## config.mk

```make
export PLATFORM = sky130hd
export DESIGN_NAME = rhs_root_hub_status
export DESIGN_NICKNAME = d
export VERILOG_FILES = /design/src/logic/rhs_pkg.sv /design/src/logic/rhs_root_hub_status.sv
export SDC_FILE = /design/constraint.sdc
export NUM_CORES = 1
export LEC_CHECK = 0
export ABC_AREA = 1
export BUFFER_PORTS_ARGS = -buffer_cell sky130_fd_sc_hd__buf_2
export CAP_MARGIN = 20
export CORE_UTILIZATION = 30
export CTS_CLUSTER_DIAMETER = 30
export DETAILED_ROUTE_END_ITERATION = 8
export GPL_ROUTABILITY_DRIVEN = 0
export PLACE_DENSITY = 0.68
export SYNTH_ARGS = -nofsm -noshare
export SYNTH_HDL_FRONTEND = slang
export SYNTH_SLANG_ARGS = --single-unit
```

## constraint.sdc

```tcl
create_clock -name mclk -period 1.4 [get_ports mclk]
set_clock_uncertainty 0.1 [all_clocks]
set_input_delay 0.28 -clock mclk [delete_from_list [all_inputs] [get_ports mclk]]
set_output_delay 0.28 -clock mclk [all_outputs]
set_load 0.02 [all_outputs]
```

## src/logic/rhs_pkg.sv

```systemverilog
// Constants and types shared by the root hub status register logic.
// What this block does
// - Three removability bits, bit 0 reserved.
// - Low word status, high word change flags.
// - Read 14h, write 94h, reset zero.
// - Bit 31 one clears wake enable.
// - Bit 15 one sets wake enable; readable.
// - Wake enable makes attach change resume while the bus is suspended.
// - Overcurrent indicator change sets bit 17.
// - Writing one clears bit 17; zero ignored.
// - Bits 16 and 0 always read zero.
// - Global mode: bit 16 powers all valid ports.
// - Per-port mode: bit 16 powers unmasked ports.
// - Global mode: bit 0 unpowers all valid ports.
// - Per-port mode: bit 0 unpowers unmasked ports.
// - Bit 1 shows global overcurrent condition.
// - Per-port overcurrent reporting forces bit 1 zero.
// - Per-port mode: masked ports follow only per-port power commands.
package rhs_pkg;
	localparam logic [7:0]  RHS_CODE_DESC_B_RD = 8'h13;
	localparam logic [7:0]  RHS_CODE_DESC_B_WR = 8'h93;
	localparam logic [7:0]  RHS_CODE_STATUS_RD = 8'h14;
	localparam logic [7:0]  RHS_CODE_STATUS_WR = 8'h94;
	localparam int          RHS_BIT_CLR_WAKE   = 31;
	localparam int          RHS_BIT_OC_CHANGE  = 17;
	localparam int          RHS_BIT_SET_POWER  = 16;
	localparam int          RHS_BIT_WAKE_EN    = 15;
	localparam int          RHS_BIT_OC_FLAG    = 1;
	localparam int          RHS_BIT_CLR_POWER  = 0;
	localparam int          RHS_MASK_LSB       = 16;
	localparam int          RHS_FIXED_LSB      = 0;
	localparam int          RHS_PORTS          = 3;
	localparam logic [2:0]  RHS_PORT_VALID     = 3'h6;
	localparam logic [2:0]  RHS_MASK_RESET     = 3'h0;
	localparam logic [2:0]  RHS_FIXED_RESET    = 3'h0;
	localparam logic [31:0] RHS_STATUS_RESET   = 32'h00000000;

	typedef struct packed {
		logic        valid;
		logic [7:0]  code;
		logic [31:0] wdata;
	} rhs_cmd_t;

	typedef struct packed {
		logic        valid;
		logic [31:0] data;
	} rhs_rsp_t;
endpackage

```

## src/logic/rhs_root_hub_status.sv

```systemverilog
// Root hub status and removability register logic.
`timescale 1ns/1ns
`default_nettype none
module rhs_root_hub_status
	import rhs_pkg::*;
(
	input  wire logic                 mclk,
	input  wire logic                 reset,
	input  wire rhs_cmd_t             cmd,
	input  wire logic                 per_port_switch_select,
	input  wire logic                 per_port_oc_select,
	input  wire logic                 overcurrent_pin,
	input  wire logic                 attach_change_flag,
	input  wire logic                 bus_suspended_state,
	input  wire logic [RHS_PORTS-1:0] port_power_set_req,
	input  wire logic [RHS_PORTS-1:0] port_power_clr_req,
	output rhs_rsp_t                  rsp,
	output logic [RHS_PORTS-1:0]      port_powered_state,
	output logic [RHS_PORTS-1:0]      port_power_mask,
	output logic [RHS_PORTS-1:0]      port_fixed_device_flags,
	output logic                      remote_wake_enable,
	output logic                      bus_resuming_state,
	output logic                      resume_seen_irq
);
	rhs_rsp_t             rsp_reg, rsp_next;
	logic [RHS_PORTS-1:0] power_reg, power_next;
	logic [RHS_PORTS-1:0] mask_reg, mask_next;
	logic [RHS_PORTS-1:0] fixed_reg, fixed_next;
	logic                 wake_reg, wake_next;
	logic                 ochg_reg, ochg_next;
	logic                 ovc_reg, ovc_next;
	logic                 oc_meta_reg, oc_sync_reg;
	logic                 attach_d_reg;
	logic                 resume_reg, resume_next;
	logic                 irq_reg, irq_next;
	logic                 wr_status, wr_desc;
	logic [RHS_PORTS-1:0] global_ports;

	function automatic logic [31:0] status_word(input logic wake, input logic ochg,
			input logic ovc);
		logic [31:0] w;
		w = RHS_STATUS_RESET;
		w[RHS_BIT_WAKE_EN]   = wake;
		w[RHS_BIT_OC_CHANGE] = ochg;
		w[RHS_BIT_OC_FLAG]   = ovc;
		return w;
	endfunction

	assign wr_status = cmd.valid && (cmd.code == RHS_CODE_STATUS_WR);
	assign wr_desc   = cmd.valid && (cmd.code == RHS_CODE_DESC_B_WR);
	// In global mode the mask is not valid, so every valid port (1 and 2) follows the global commands.
	assign global_ports = per_port_switch_select ? (~mask_reg & RHS_PORT_VALID)
		: RHS_PORT_VALID;

	always_comb begin
		rsp_next    = '0;
		power_next  = power_reg;
		mask_next   = mask_reg;
		fixed_next  = fixed_reg;
		wake_next   = wake_reg;
		ochg_next   = ochg_reg;
		ovc_next    = per_port_oc_select ? 1'b0 : oc_sync_reg;
		resume_next = 1'b0;
		irq_next    = 1'b0;
		if (cmd.valid) begin
			unique case (cmd.code)
				RHS_CODE_STATUS_RD: begin
					rsp_next.valid = 1'b1;
					rsp_next.data  = status_word(wake_reg, ochg_reg, ovc_reg);
				end
				RHS_CODE_DESC_B_RD: begin
					rsp_next.valid = 1'b1;
					rsp_next.data[RHS_MASK_LSB +: RHS_PORTS]  = mask_reg;
					rsp_next.data[RHS_FIXED_LSB +: RHS_PORTS] = fixed_reg;
				end
				default: begin
					rsp_next = '0;
				end
			endcase
		end
		if (wr_desc) begin
			mask_next  = cmd.wdata[RHS_MASK_LSB +: RHS_PORTS] & RHS_PORT_VALID;
			fixed_next = cmd.wdata[RHS_FIXED_LSB +: RHS_PORTS] & RHS_PORT_VALID;
		end
		if (wr_status) begin
			if (cmd.wdata[RHS_BIT_WAKE_EN])
				wake_next = 1'b1;
			if (cmd.wdata[RHS_BIT_CLR_WAKE])
				wake_next = 1'b0;
			if (cmd.wdata[RHS_BIT_OC_CHANGE])
				ochg_next = 1'b0;
		end
		// A change arriving with the clear still sets the flag.
		if (ovc_next != ovc_reg)
			ochg_next = 1'b1;
		for (int i = 0; i < RHS_PORTS; i++) begin
			if (RHS_PORT_VALID[i]) begin
				if (per_port_switch_select && mask_reg[i]) begin
					if (port_power_set_req[i])
						power_next[i] = 1'b1;
					if (port_power_clr_req[i])
						power_next[i] = 1'b0;
				end
				if (wr_status && global_ports[i]) begin
					if (cmd.wdata[RHS_BIT_SET_POWER])
						power_next[i] = 1'b1;
					if (cmd.wdata[RHS_BIT_CLR_POWER])
						power_next[i] = 1'b0;
				end
			end else begin
				power_next[i] = 1'b0;
			end
		end
		if (wake_reg && bus_suspended_state && attach_change_flag && !attach_d_reg) begin
			resume_next = 1'b1;
			irq_next    = 1'b1;
		end
	end

	always_ff @(posedge mclk) begin
		oc_meta_reg <= overcurrent_pin;
		oc_sync_reg <= oc_meta_reg;
		if (reset) begin
			rsp_reg      <= '0;
			power_reg    <= '0;
			mask_reg     <= RHS_MASK_RESET;
			fixed_reg    <= RHS_FIXED_RESET;
			wake_reg     <= 1'b0;
			ochg_reg     <= 1'b0;
			ovc_reg      <= 1'b0;
			attach_d_reg <= 1'b0;
			resume_reg   <= 1'b0;
			irq_reg      <= 1'b0;
		end else begin
			rsp_reg      <= rsp_next;
			power_reg    <= power_next;
			mask_reg     <= mask_next;
			fixed_reg    <= fixed_next;
			wake_reg     <= wake_next;
			ochg_reg     <= ochg_next;
			ovc_reg      <= ovc_next;
			attach_d_reg <= attach_change_flag;
			resume_reg   <= resume_next;
			irq_reg      <= irq_next;
		end
	end

	assign rsp                     = rsp_reg;
	assign port_powered_state      = power_reg;
	assign port_power_mask         = mask_reg;
	assign port_fixed_device_flags = fixed_reg;
	assign remote_wake_enable      = wake_reg;
	assign bus_resuming_state      = resume_reg;
	assign resume_seen_irq         = irq_reg;
endmodule // rhs_root_hub_status
`default_nettype wire

```

### Word-level counts from Yosys, hierarchy flattened

Cells that the tools add are included.

* eq/ne operators: 5
* reductions and logical operators: 18
* shift operators: 0
* $lt $le $gt $ge: 0
* muxes and demuxes: 23
* bitwise logic cells: 3
* divide/modulo/power cells: 0
* $add $sub $neg: 0
* $mul: 0

Operator list (count)
* $mux W1: 20
* $eq A8 B5 Y1 const B: 2
* $eq A8 B8 Y1 const B: 2
* $pmux W3 S2: 2
* $logic_and A1 B1 Y1: 9
* $reduce_bool A2 Y1: 3
* $reduce_and A2 Y1: 2
* $reduce_or A2 Y1: 2
* $mux W3: 1
* $not A3 Y3: 1
* $reduce_or A3 Y1: 1
* $not A1 Y1: 2
* $logic_not A1 Y1: 1
* $ne A1 B1 Y1: 1

* memories: 0
* register bits after elaboration: 47
* logic and storage cells: 64
* bits in latches: 0
* ROM bits: 0
* bits in writable memories: 0
* bits of input ports: 54

### Longest topological paths before layout

Gate-level depths: netlist of run 1.

* depth in word-level cells: 6
* gate-level depth with buffers: 7
* mapped depth without buffers: 7

### Least setup slack after synthesis of run 1

Ideal clock, no wire load.

* path kind: input -> register
* from: input port cmd[37] (netlist name)
* to: register fixed_reg[1], in the netlist port_fixed_device_flags[1]
* path buffers: 0
* stages: 6
* arrival time: 0.847 ns
* setup time: 0.116 ns
* path slack: 0.337 ns
* cell sequence: inv_1 > nand2_2 > nor2_4 > nand2_4 > o21ai_0 > nor2_1

* longest elaborated chain between the ends: 2

RTL lines
* from (decl): RTL line rhs_root_hub_status.sv:9 `input wire rhs_cmd_t cmd,`
* $eq A8 B8 Y1: RTL line rhs_root_hub_status.sv:50 `assign wr_desc = cmd.valid && (cmd.code == RHS_CODE_DESC_B_WR);`
* $logic_and A1 B1 Y1: RTL line rhs_root_hub_status.sv:50
* to (signal assigned): RTL line rhs_root_hub_status.sv:138 `fixed_reg <= fixed_next;`
* to (decl): RTL line rhs_root_hub_status.sv:28 `logic [RHS_PORTS-1:0] fixed_reg, fixed_next;`

No other way between the ends.
A chain may end at the register's enable or synchronous reset.

### Worst setup path in the final report of run 1

* from: register mask_reg[2], in the netlist port_power_mask[2]
* to: output port port_power_mask[2]

RTL lines
* from (decl): RTL line rhs_root_hub_status.sv:27 `logic [RHS_PORTS-1:0] mask_reg, mask_next;`
* from (signal assigned): RTL line rhs_root_hub_status.sv:137 `mask_reg <= mask_next;`
* to (decl): RTL line rhs_root_hub_status.sv:19 `output logic [RHS_PORTS-1:0] port_power_mask,`

No word-level cell between the ends.

==> results.cfg, run 1 <==
[synth]
ys_top_cells_by_area = dfxtp_1, buf_4, nand2_1
synth.ff_latch_count = 19
synth_warnings = 0
synth_cell_type_count = 20
synth-xor-area-share_pct = 0.851
synth_top_family_by_area = simple AND/OR/NAND/NOR gates
synth_cells = 131
yosys.area.top_type = dfxtp_1
synth_compound_area_share_pct = 5.35
synthSimpleGateAreaFrac_pct = 28.7
synth_seq_area_share_pct = 36.9
synth.mux.area_fraction_pct = 0
synth_top_area_share_pct = 36.9
synth_area_sq_mm = 0.00103
postSynthAreaPerCell_sq_um = 7.86
synth_adder_area_share_pct = 0

[setup_path]
slowest_delay_ns = 0.42
crit_slowest_cell = dfxtp_1
critPathArrivalTime_ns = 0.90
path_class = reg -> out
crit_cells = 1
end_kind = output port
cpLargestDelayFamily = flip-flops
required_ns = 1.02
startpoint_type = flip-flop
reg2regPathDepth = 6
cp.buffers_inverters = 1
path_max_fanout = 5
crit_path_cell_trace = buf_2

[die]
start_util_pct = 32.7
die_h_microns = 60.6
num_rows = 20
core_sq_mm = 0.00315
dieArea_sq_mm = 0.00367
die_w_microns = 60.6
ioPinCount = 99

[layout]
area_delta_synth_final_pct = 18.1
drive_gt1_share_pct = 32.2
fin_nets = 232
n_antenna_cell = 0
largest_reg_flops = 6

[clocking]
cts.htree.levels = 1
clock_sinks = 19
clk_latency_ns = 0.29
cts_buffer_depth = 2
cts_inserted_buffers = 3
clockRootBuffer = clkbuf_4
cts_tree = yes
clkTransAtPathRegs_ns = 0.11

[sta]
rsz0062_at_grt = false
period_minus_slack_ns = 1.28
worst_slack_ns = 0.117
maxSlewViolCount = 0
whs_ns = 0.0576
hold_violations = 0
tns_ns = 0
period_share_pct = 91.7
finalSetupViolCount = 0
fmax_mhz = 779

[global_route]
overflow = 0
antenna_found_initial = 0
grt_first_pass_wirelength_mm = 2.80
track_usage_pct = 10.5
grt_max_degree = 12
grt_pass1_vias = 643

[power_and_ir_drop]
powerDensity_mw_per_mm2 = 810
p_total_uw = 985
irDropWorstVdd_uv = 658
p_leak_nw = 0.645

[route]
drc = 0
drtAntennaViolNets = 0
wl_per_cell_microns = 8.51
first_pass_iters = 4
routed_via_density = 3.83
drt_iter0_drc = 14
num_vias = 846
totalWireLength_mm = 1.88

[placed_design]
portBuffers = 42
hpwl_mm = 1.57
pre_cts_ws_ns = 0.0998

[flow_run]
drv_cap = 0

[hold_path]
hold_depth = 2
hold_class = in -> reg

[run_status]
status = completed
==> metal layers <==
metal | global-route usage, % | share of wire, % | wire length (microns)
met5 | 0 | 0 | 0
met4 | 0.974 | 0 | 0
met3 | 4.48 | 9.7 | 182
met2 | 16.8 | 46 | 864
met1 | 13.6 | 44 | 833
==> where the power goes <==
| part | switching, mW | total (mW) | leakage (nW) | internal [mW] |
|---|---|---|---|---|
| combinational | 0.121 | 0.165 | 0.473 | 0.0440 |
| clock | 0.161 | 0.267 | 0.0177 | 0.106 |
| sequential | 0.00351 | 0.553 | 0.154 | 0.549 |
==> Yosys cell counts, drive strengths merged <==
master  number
buf         31
inv         13
dfxtp       19
nor2        15
a21oi        5
clkinv       1
conb         1
nor3b        2
nor3         4
xor2         1
nand3       10
o21ai        6
nand4        4
nand2       19
==> through the flow <==
| stage | cells | util, % | instance area (sq um) |
|---|---|---|---|
| 2_1_floorplan | 160 | - | 1140 |
| 3_3_place_gp | 216 | 37.4 | 1180 |
| 3_5_place_dp | 216 | 37.4 | 1180 |
| 4_1_cts | 221 | 38.6 | 1220 |
| 5_1_grt | 221 | 38.6 | 1220 |
| 6_report | 221 | 38.6 | 1220 |
==> repair_timing <==
| action | CTS | global route |
|---|---|---|
| gates resized for setup | 0 | 0 |
| buffers inserted | 0 | 0 |
| hold endpoints to repair | 1 | 0 |
| hold buffers | 1 | 0 |
==> layout make-up <==
class / count / area, sq um
Clock inverter: 1 / 5.00
Tap cell: 44 / 55.1
Clock buffer: 3 / 22.5
Fill cell: 367 / 1940
Sequential cell: 19 / 380
Inverter: 14 / 53.8
Multi-Input combinational cell: 96 / 472
Timing Repair Buffer: 44 / 228
==> worst paths after layout <==
kind / start / to / slack [ns]
worst max-delay path: port_power_mask[2]$_SDFFE_PP0P_ / port_power_mask[2] / 0.12
worst min-delay path: reset / ovc_reg$_SDFF_PP0_ / 0.06
worst max register to register: port_power_mask[2]$_SDFFE_PP0P_ / port_powered_state[2]$_SDFF_PP0_ / 0.39
worst min register to register: oc_meta_reg$_DFF_P_ / oc_sync_reg$_DFF_P_ / 0.24
==> cells in the final DEF, fill, tap and decap left out, drive strengths merged <==
cell / instances
a21oi: 5
buf: 43
clkbuf: 3
clkinv: 2
conb: 30
dfxtp: 19
dlygate4sd3: 1
inv: 13
nand2: 19
nand3: 10
nand4: 4
nor2: 15
nor3: 4
nor3b: 2
o21ai: 6
xor2: 1
==> logic make-up after synthesis <==
| group | after synthesis |
|---|---|
| flops | 19 |
| buf+inv | 45 |
| compound gates | 11 |
| other cells | 1 |
| xor+xnor | 1 |
| simple gates | 54 |
No activity file was read; power rests on OpenSTA's default activity.
==> run 2: changes to the inputs <==
--- a/config.mk
+++ b/config.mk
@@ -5,14 +5,13 @@
 export SDC_FILE = /design/constraint.sdc
 export NUM_CORES = 1
 export LEC_CHECK = 0
-export ABC_AREA = 1
 export BUFFER_PORTS_ARGS = -buffer_cell sky130_fd_sc_hd__buf_2
 export CAP_MARGIN = 20
 export CORE_UTILIZATION = 30
 export CTS_CLUSTER_DIAMETER = 30
 export DETAILED_ROUTE_END_ITERATION = 8
 export GPL_ROUTABILITY_DRIVEN = 0
-export PLACE_DENSITY = 0.68
+export PLACE_DENSITY = 0.67
 export SYNTH_ARGS = -nofsm -noshare
 export SYNTH_HDL_FRONTEND = slang
 export SYNTH_SLANG_ARGS = --single-unit
==> run 2 against run 1 <==
  * Fmax shrank 2.5%
  * Cell count shrank 9.0%
  * Sequential share of layout area shrank 0.62 points
  * Register-to-register slack lost 0.09 ns
  * Global-route usage shrank 2.0 points
  * Synthesized cell count shrank 16%
==> results.cfg, run 2 <==
[sta]
fmax_mhz = 760
period_minus_slack_ns = 1.32
rsz0062_at_grt = false
finalSetupViolCount = 0
hold_violations = 0
period_share_pct = 94.0
tns_ns = 0
maxSlewViolCount = 0

[clocking]
cts_inserted_buffers = 3
clkTransAtPathRegs_ns = 0.11
cts.htree.levels = 1
clk_latency_ns = 0.29
clockRootBuffer = clkbuf_4
cts_tree = yes
clock_sinks = 19
cts_buffer_depth = 2

[run_status]
status = completed

[synth]
ys.flop_type = dfxtp_1
synth.most_common_cell = buf_4
synth_seq_area_share_pct = 35.7
synth_warnings = 0
synth_area_sq_mm = 0.00106
postSynthAreaPerCell_sq_um = 9.68
synth_top_area_share_pct = 35.7
synth.ff_latch_count = 19
synthArstFlopShare_pct = 0
synth_edf_count = 0
ys_top_cells_by_area = dfxtp_1, buf_4, nand2b_1
synth_cell_type_count = 29
synth_cells = 110
synth_common_cells = buf_4, dfxtp_1, nand2b_1
yosys.area.top_type = dfxtp_1

[route]
drt_iter0_drc = 20
drc = 0
routed_via_density = 4.10
totalWireLength_mm = 1.78
num_vias = 825
drtAntennaViolNets = 0
first_pass_iters = 4
wl_per_cell_microns = 8.84

[flow_run]
drv_cap = 0

[global_route]
overflow = 0
track_usage_pct = 8.50
antenna_found_initial = 0
grt_pass1_vias = 584
grt_first_pass_wirelength_mm = 2.44
grt_max_degree = 16

[setup_path]
required_ns = 1.02
startpoint_type = flip-flop
crit_path_cell_trace = buf_2
path_class = reg -> out
cpLargestDelayFamily = flip-flops
crit_slowest_cell = dfxtp_1
worstReg2RegEnd = port_powered_state[1]$_SDFF_PP0_
slowest_delay_ns = 0.44
startpoint = port_power_mask[1]$_SDFFE_PP0P_
path_max_fanout = 7
r2r_slack_ns = 0.30
cp.buffers_inverters = 1
rr_startpoint = port_power_mask[1]$_SDFFE_PP0P_
critPathArrivalTime_ns = 0.94
end_kind = output port
reg2regPathDepth = 3

[layout]
area_delta_synth_final_pct = 16.9
largest_reg_flops = 6
n_antenna_cell = 0
multi_input_area_sq_um = 514
fin_util_pct = 37.0
final_common_cell = buf_2
regArea_sq_um = 382
mostFrequentLayoutCells = buf_2, conb_1, dfxtp_1, nand2b_1, nor2_1
fill_cells = 366
fin_nets = 210
drive_gt1_share_pct = 40.0

[die]
ioPinCount = 99
dieArea_sq_mm = 0.00379
start_util_pct = 31.7
num_rows = 21
core_sq_mm = 0.00336
die_w_microns = 61.6
die_h_microns = 61.6

[hold_path]
hold_path_end = resume_seen_irq$_SDFF_PP0_
worstHoldStart = bus_suspended_state
hold_class = in -> reg
hold_depth = 3

[placed_design]
portBuffers = 42
hpwl_mm = 1.45

[power_and_ir_drop]
irDropWorstVdd_uv = 264
p_leak_nw = 0.622
powerDensity_mw_per_mm2 = 806
run 2: worst min-delay path: cells and delay by family:
family / cells / cell delay (ns)
AND/OR/NAND/NOR: 2 / 0.11
buffers and inverters: 1 / 0.10
run 2: per-stage QoR:
step | worst slack, ns | instance area (sq um) | hold slack (ns) | std cells | total power, mW
CTS | 0.0229 | 1240 | 0.117 | 201 | 1.01
detailed placement | -0.0182 | 1200 | 0.218 | 196 | 0.733
global placement | -0.0216 | 1200 | 0.212 | 196 | 0.732
global route | 0.0231 | 1240 | 0.121 | 201 | 1.06
finish | 0.0842 | 1240 | 0.123 | 201 | 1.00
floorplan | 0.138 | 1170 | 0.208 | 139 | 0.745
run 2: cells by family after synthesis:
kind of cell | share of synthesized area [%]
AO/OA/AOI/OAI | 13.7
XOR/XNOR | 0.823
buffers and inverters | 26.2
flip-flops | 35.7
multiplexers | 3.76
other | 0.352
AND/OR/NAND/NOR | 19.4
run 2: timing repair:
action,4_1_cts,5_1_grt
gates resized for setup,0,1
hold buffers,1,0
endpoints found under the hold margin,1,0
buffers inserted,0,0
endpoints found under the setup margin,0,1
run 2: where the power goes:
part	total, mW	internal [mW]	switching, mW	leakage (nW)
sequential	0.552	0.549	0.00311	0.155
combinational	0.171	0.0582	0.113	0.453
clock	0.280	0.108	0.172	0.0139
total	1.00	0.716	0.288	0.622
run 2: worst max path at each step:
stage | end | slack [ns] | cells past startpoint
6_report | port_power_mask[1] | 0.08 | 1
3_3_place_gp | port_power_mask[1]$_SDFFE_PP0P_ | -0.02 | 4
3_5_place_dp | port_fixed_device_flags[2]$_SDFFE_PP0P_ | -0.02 | 4
4_1_cts | port_power_mask[2] | 0.02 | 1
2_1_floorplan | port_fixed_device_flags[1]$_SDFFE_PP0P_ | 0.14 | 5
5_1_grt | port_power_mask[1] | 0.02 | 1
run 2: per-layer routing:
layer  part of all wire, %  global-route usage, %  vias up
met1                    43                   10.3      373
met3                   8.7                   1.26        0
met5                     0                      0        -
li1                      -                      -      410
met4                     0                   1.90        0
met2                    49                   15.7       42
run 2: cell type report:
class	count	area share [%]
clock inverters	1	0.603
flip-flops and latches	19	30.7
clock buffers	3	1.81
multi-input cells	83	41.3
well taps	46	4.62
repair buffers	48	20.7
inverters	1	0.302
==> run 3: changes to the inputs <==
--- a/config.mk
+++ b/config.mk
@@ -7,6 +7,7 @@
 export LEC_CHECK = 0
 export BUFFER_PORTS_ARGS = -buffer_cell sky130_fd_sc_hd__buf_2
 export CAP_MARGIN = 20
+export CORE_ASPECT_RATIO = 1.2
 export CORE_UTILIZATION = 30
 export CTS_CLUSTER_DIAMETER = 30
 export DETAILED_ROUTE_END_ITERATION = 8
==> run 3 against run 2 <==
  * Non-clock buffer count fell by 1
  * Hold slack got worse by 0.10 ns
  * Flip-flop and latch count stayed put
  * Sequential share of layout area about the same
  * Core utilization down 0.15 points
  * Via count is 2.7% lower
  * Cell count down 5.0%
  * First-iteration DRC count decreased by 30%
  * Highest routed layer unchanged
==> results.cfg, run 3 (synthesis results as in run 2) <==
[hold_path]
hold_depth = 1
hold_class = in -> reg
worstHoldStart = overcurrent_pin
hold_path_end = oc_meta_reg$_DFF_P_

[sta]
period_share_pct = 93.3
hold_violations = 0
maxSlewViolCount = 0
finalSetupViolCount = 0
period_minus_slack_ns = 1.31
tns_ns = 0
fmax_mhz = 766
rsz0062_at_grt = false

[clocking]
cts.htree.levels = 1
clk_latency_ns = 0.25
cts_tree = yes
cts_hold_buf = 0
cts_inserted_buffers = 3
cts_setup_buffers = 0
clockRootBuffer = clkbuf_8
cts_resized = 0
clkTransAtPathRegs_ns = 0.07
cts_buffer_depth = 2
clock_sinks = 19

[power_and_ir_drop]
irDropWorstVdd_uv = 781
powerDensity_mw_per_mm2 = 891
seq_power_share_pct = 49.9
clkPwrFrac_pct = 34.8
p_leak_nw = 0.625
p_sw_uw = 301
power.internal_uw = 805
swShare_pct = 27.2
p_comb_share_pct = 15.3
p_total_mw = 1.11

[setup_path]
path_max_fanout = 7
crit_slowest_cell = dfxtp_1
r2r_slack_ns = 0.27
reg2regPathDepth = 3
worstReg2RegEnd = port_powered_state[2]$_SDFF_PP0_
startpoint_type = flip-flop
critPathArrivalTime_ns = 0.93
end_kind = output port
required_ns = 1.02
rr_startpoint = port_power_mask[2]$_SDFFE_PP0P_
slowest_delay_ns = 0.46
cpLargestDelayFamily = flip-flops
crit_path_cell_trace = buf_2
cp.buffers_inverters = 1
path_class = reg -> out

[route]
totalWireLength_mm = 1.81
drc = 0
routed_via_density = 4.20
num_vias = 803
drtAntennaViolNets = 0
wl_per_cell_microns = 9.49
drt_iter0_drc = 14
first_pass_iters = 3

[die]
num_rows = 23
ioPinCount = 99
die_w_microns = 56.4
die_h_microns = 67.3
start_util_pct = 31.6
dieArea_sq_mm = 0.00379
core_sq_mm = 0.00337

[layout]
area_delta_synth_final_pct = 16.6
drive_gt1_share_pct = 39.6
final_common_cell = buf_2
fin_area_sq_mm = 0.00124
fill_cells = 346
n_antenna_cell = 0
fin_nets = 209
largest_reg_flops = 6
mostFrequentLayoutCells = buf_2, conb_1, dfxtp_1, nand2b_1, nor2_1

[flow_run]
drv_cap = 0

[placed_design]
portBuffers = 42
dpl-instance-area_sq_mm = 0.00119
hpwl_mm = 1.46

[global_route]
antenna_found_initial = 0
overflow = 0
grt_pass1_vias = 660
track_usage_pct = 9.12
grt_first_pass_wirelength_mm = 2.70
grt_max_degree = 16

[run_status]
status = completed
-- run 3: cell count changes in the layout (fill, tap and decap cells not counted) --
| cell | change |
|---|---|
| dfxtp_1 | +1 |
| dlygate4sd3_1 | -1 |
| dfxtp_2 | -1 |
| clkbuf_8 | +3 |
| clkbuf_4 | -3 |
-- run 3: stage by stage --
step	hold WS [ns]	utilization [%]	std cells	setup slack, ns
after detailed placement	0.214	35.4	187	0.0120
after CTS	0.0176	36.9	191	0.108
after global routing	0.0177	36.9	191	0.0433
final	0.0232	36.9	191	0.0942
after floorplan	0.208	-	139	0.138
after global placement	0.211	35.4	187	0.0170
-- run 3: power groups by stage --
stage	Clock [mW]	Combinational, mW	Sequential [mW]
finish	0.385	0.169	0.552
global route	0.419	0.184	0.553
CTS	0.393	0.169	0.552
detailed placement	0	0.169	0.564
global placement	0	0.168	0.564
floorplan	0	0.181	0.564
-- run 3: worst max path at each step --
| stage | from | to | slack (ns) | cells after the start |
|---|---|---|---|---|
| final | port_power_mask[2]$_SDFFE_PP0P_ | port_power_mask[2] | 0.09 | 1 |
| after global routing | port_power_mask[2]$_SDFFE_PP0P_ | port_power_mask[2] | 0.04 | 1 |
| after CTS | port_power_mask[2]$_SDFFE_PP0P_ | port_power_mask[2] | 0.11 | 1 |
| after detailed placement | cmd[33] | ochg_reg$_SDFFE_PP0P_ | 0.01 | 5 |
| after global placement | cmd[33] | ochg_reg$_SDFFE_PP0P_ | 0.02 | 5 |
| after floorplan | cmd[38] | port_fixed_device_flags[1]$_SDFFE_PP0P_ | 0.14 | 5 |
-- run 3: final cells by class --
type | instances | area, sq um | area share (%)
clock buffers | 3 | 41.3 | 3.33
clock inverters | 1 | 7.51 | 0.605
inverters | 1 | 3.75 | 0.302
multi-input cells | 83 | 514 | 41.4
flip-flops and latches | 19 | 380 | 30.6
well taps | 37 | 46.3 | 3.73
repair buffers | 47 | 248 | 20.0
-- run 3: metal layers --
metal  global-route usage (%)  up-vias  wire length, microns
li1                         -      403                     -
met1                     8.80      363                   736
met2                     18.2       37                   961
met3                     2.49        0                   113
met4                     3.96        0                     0
met5                        0        -                     0
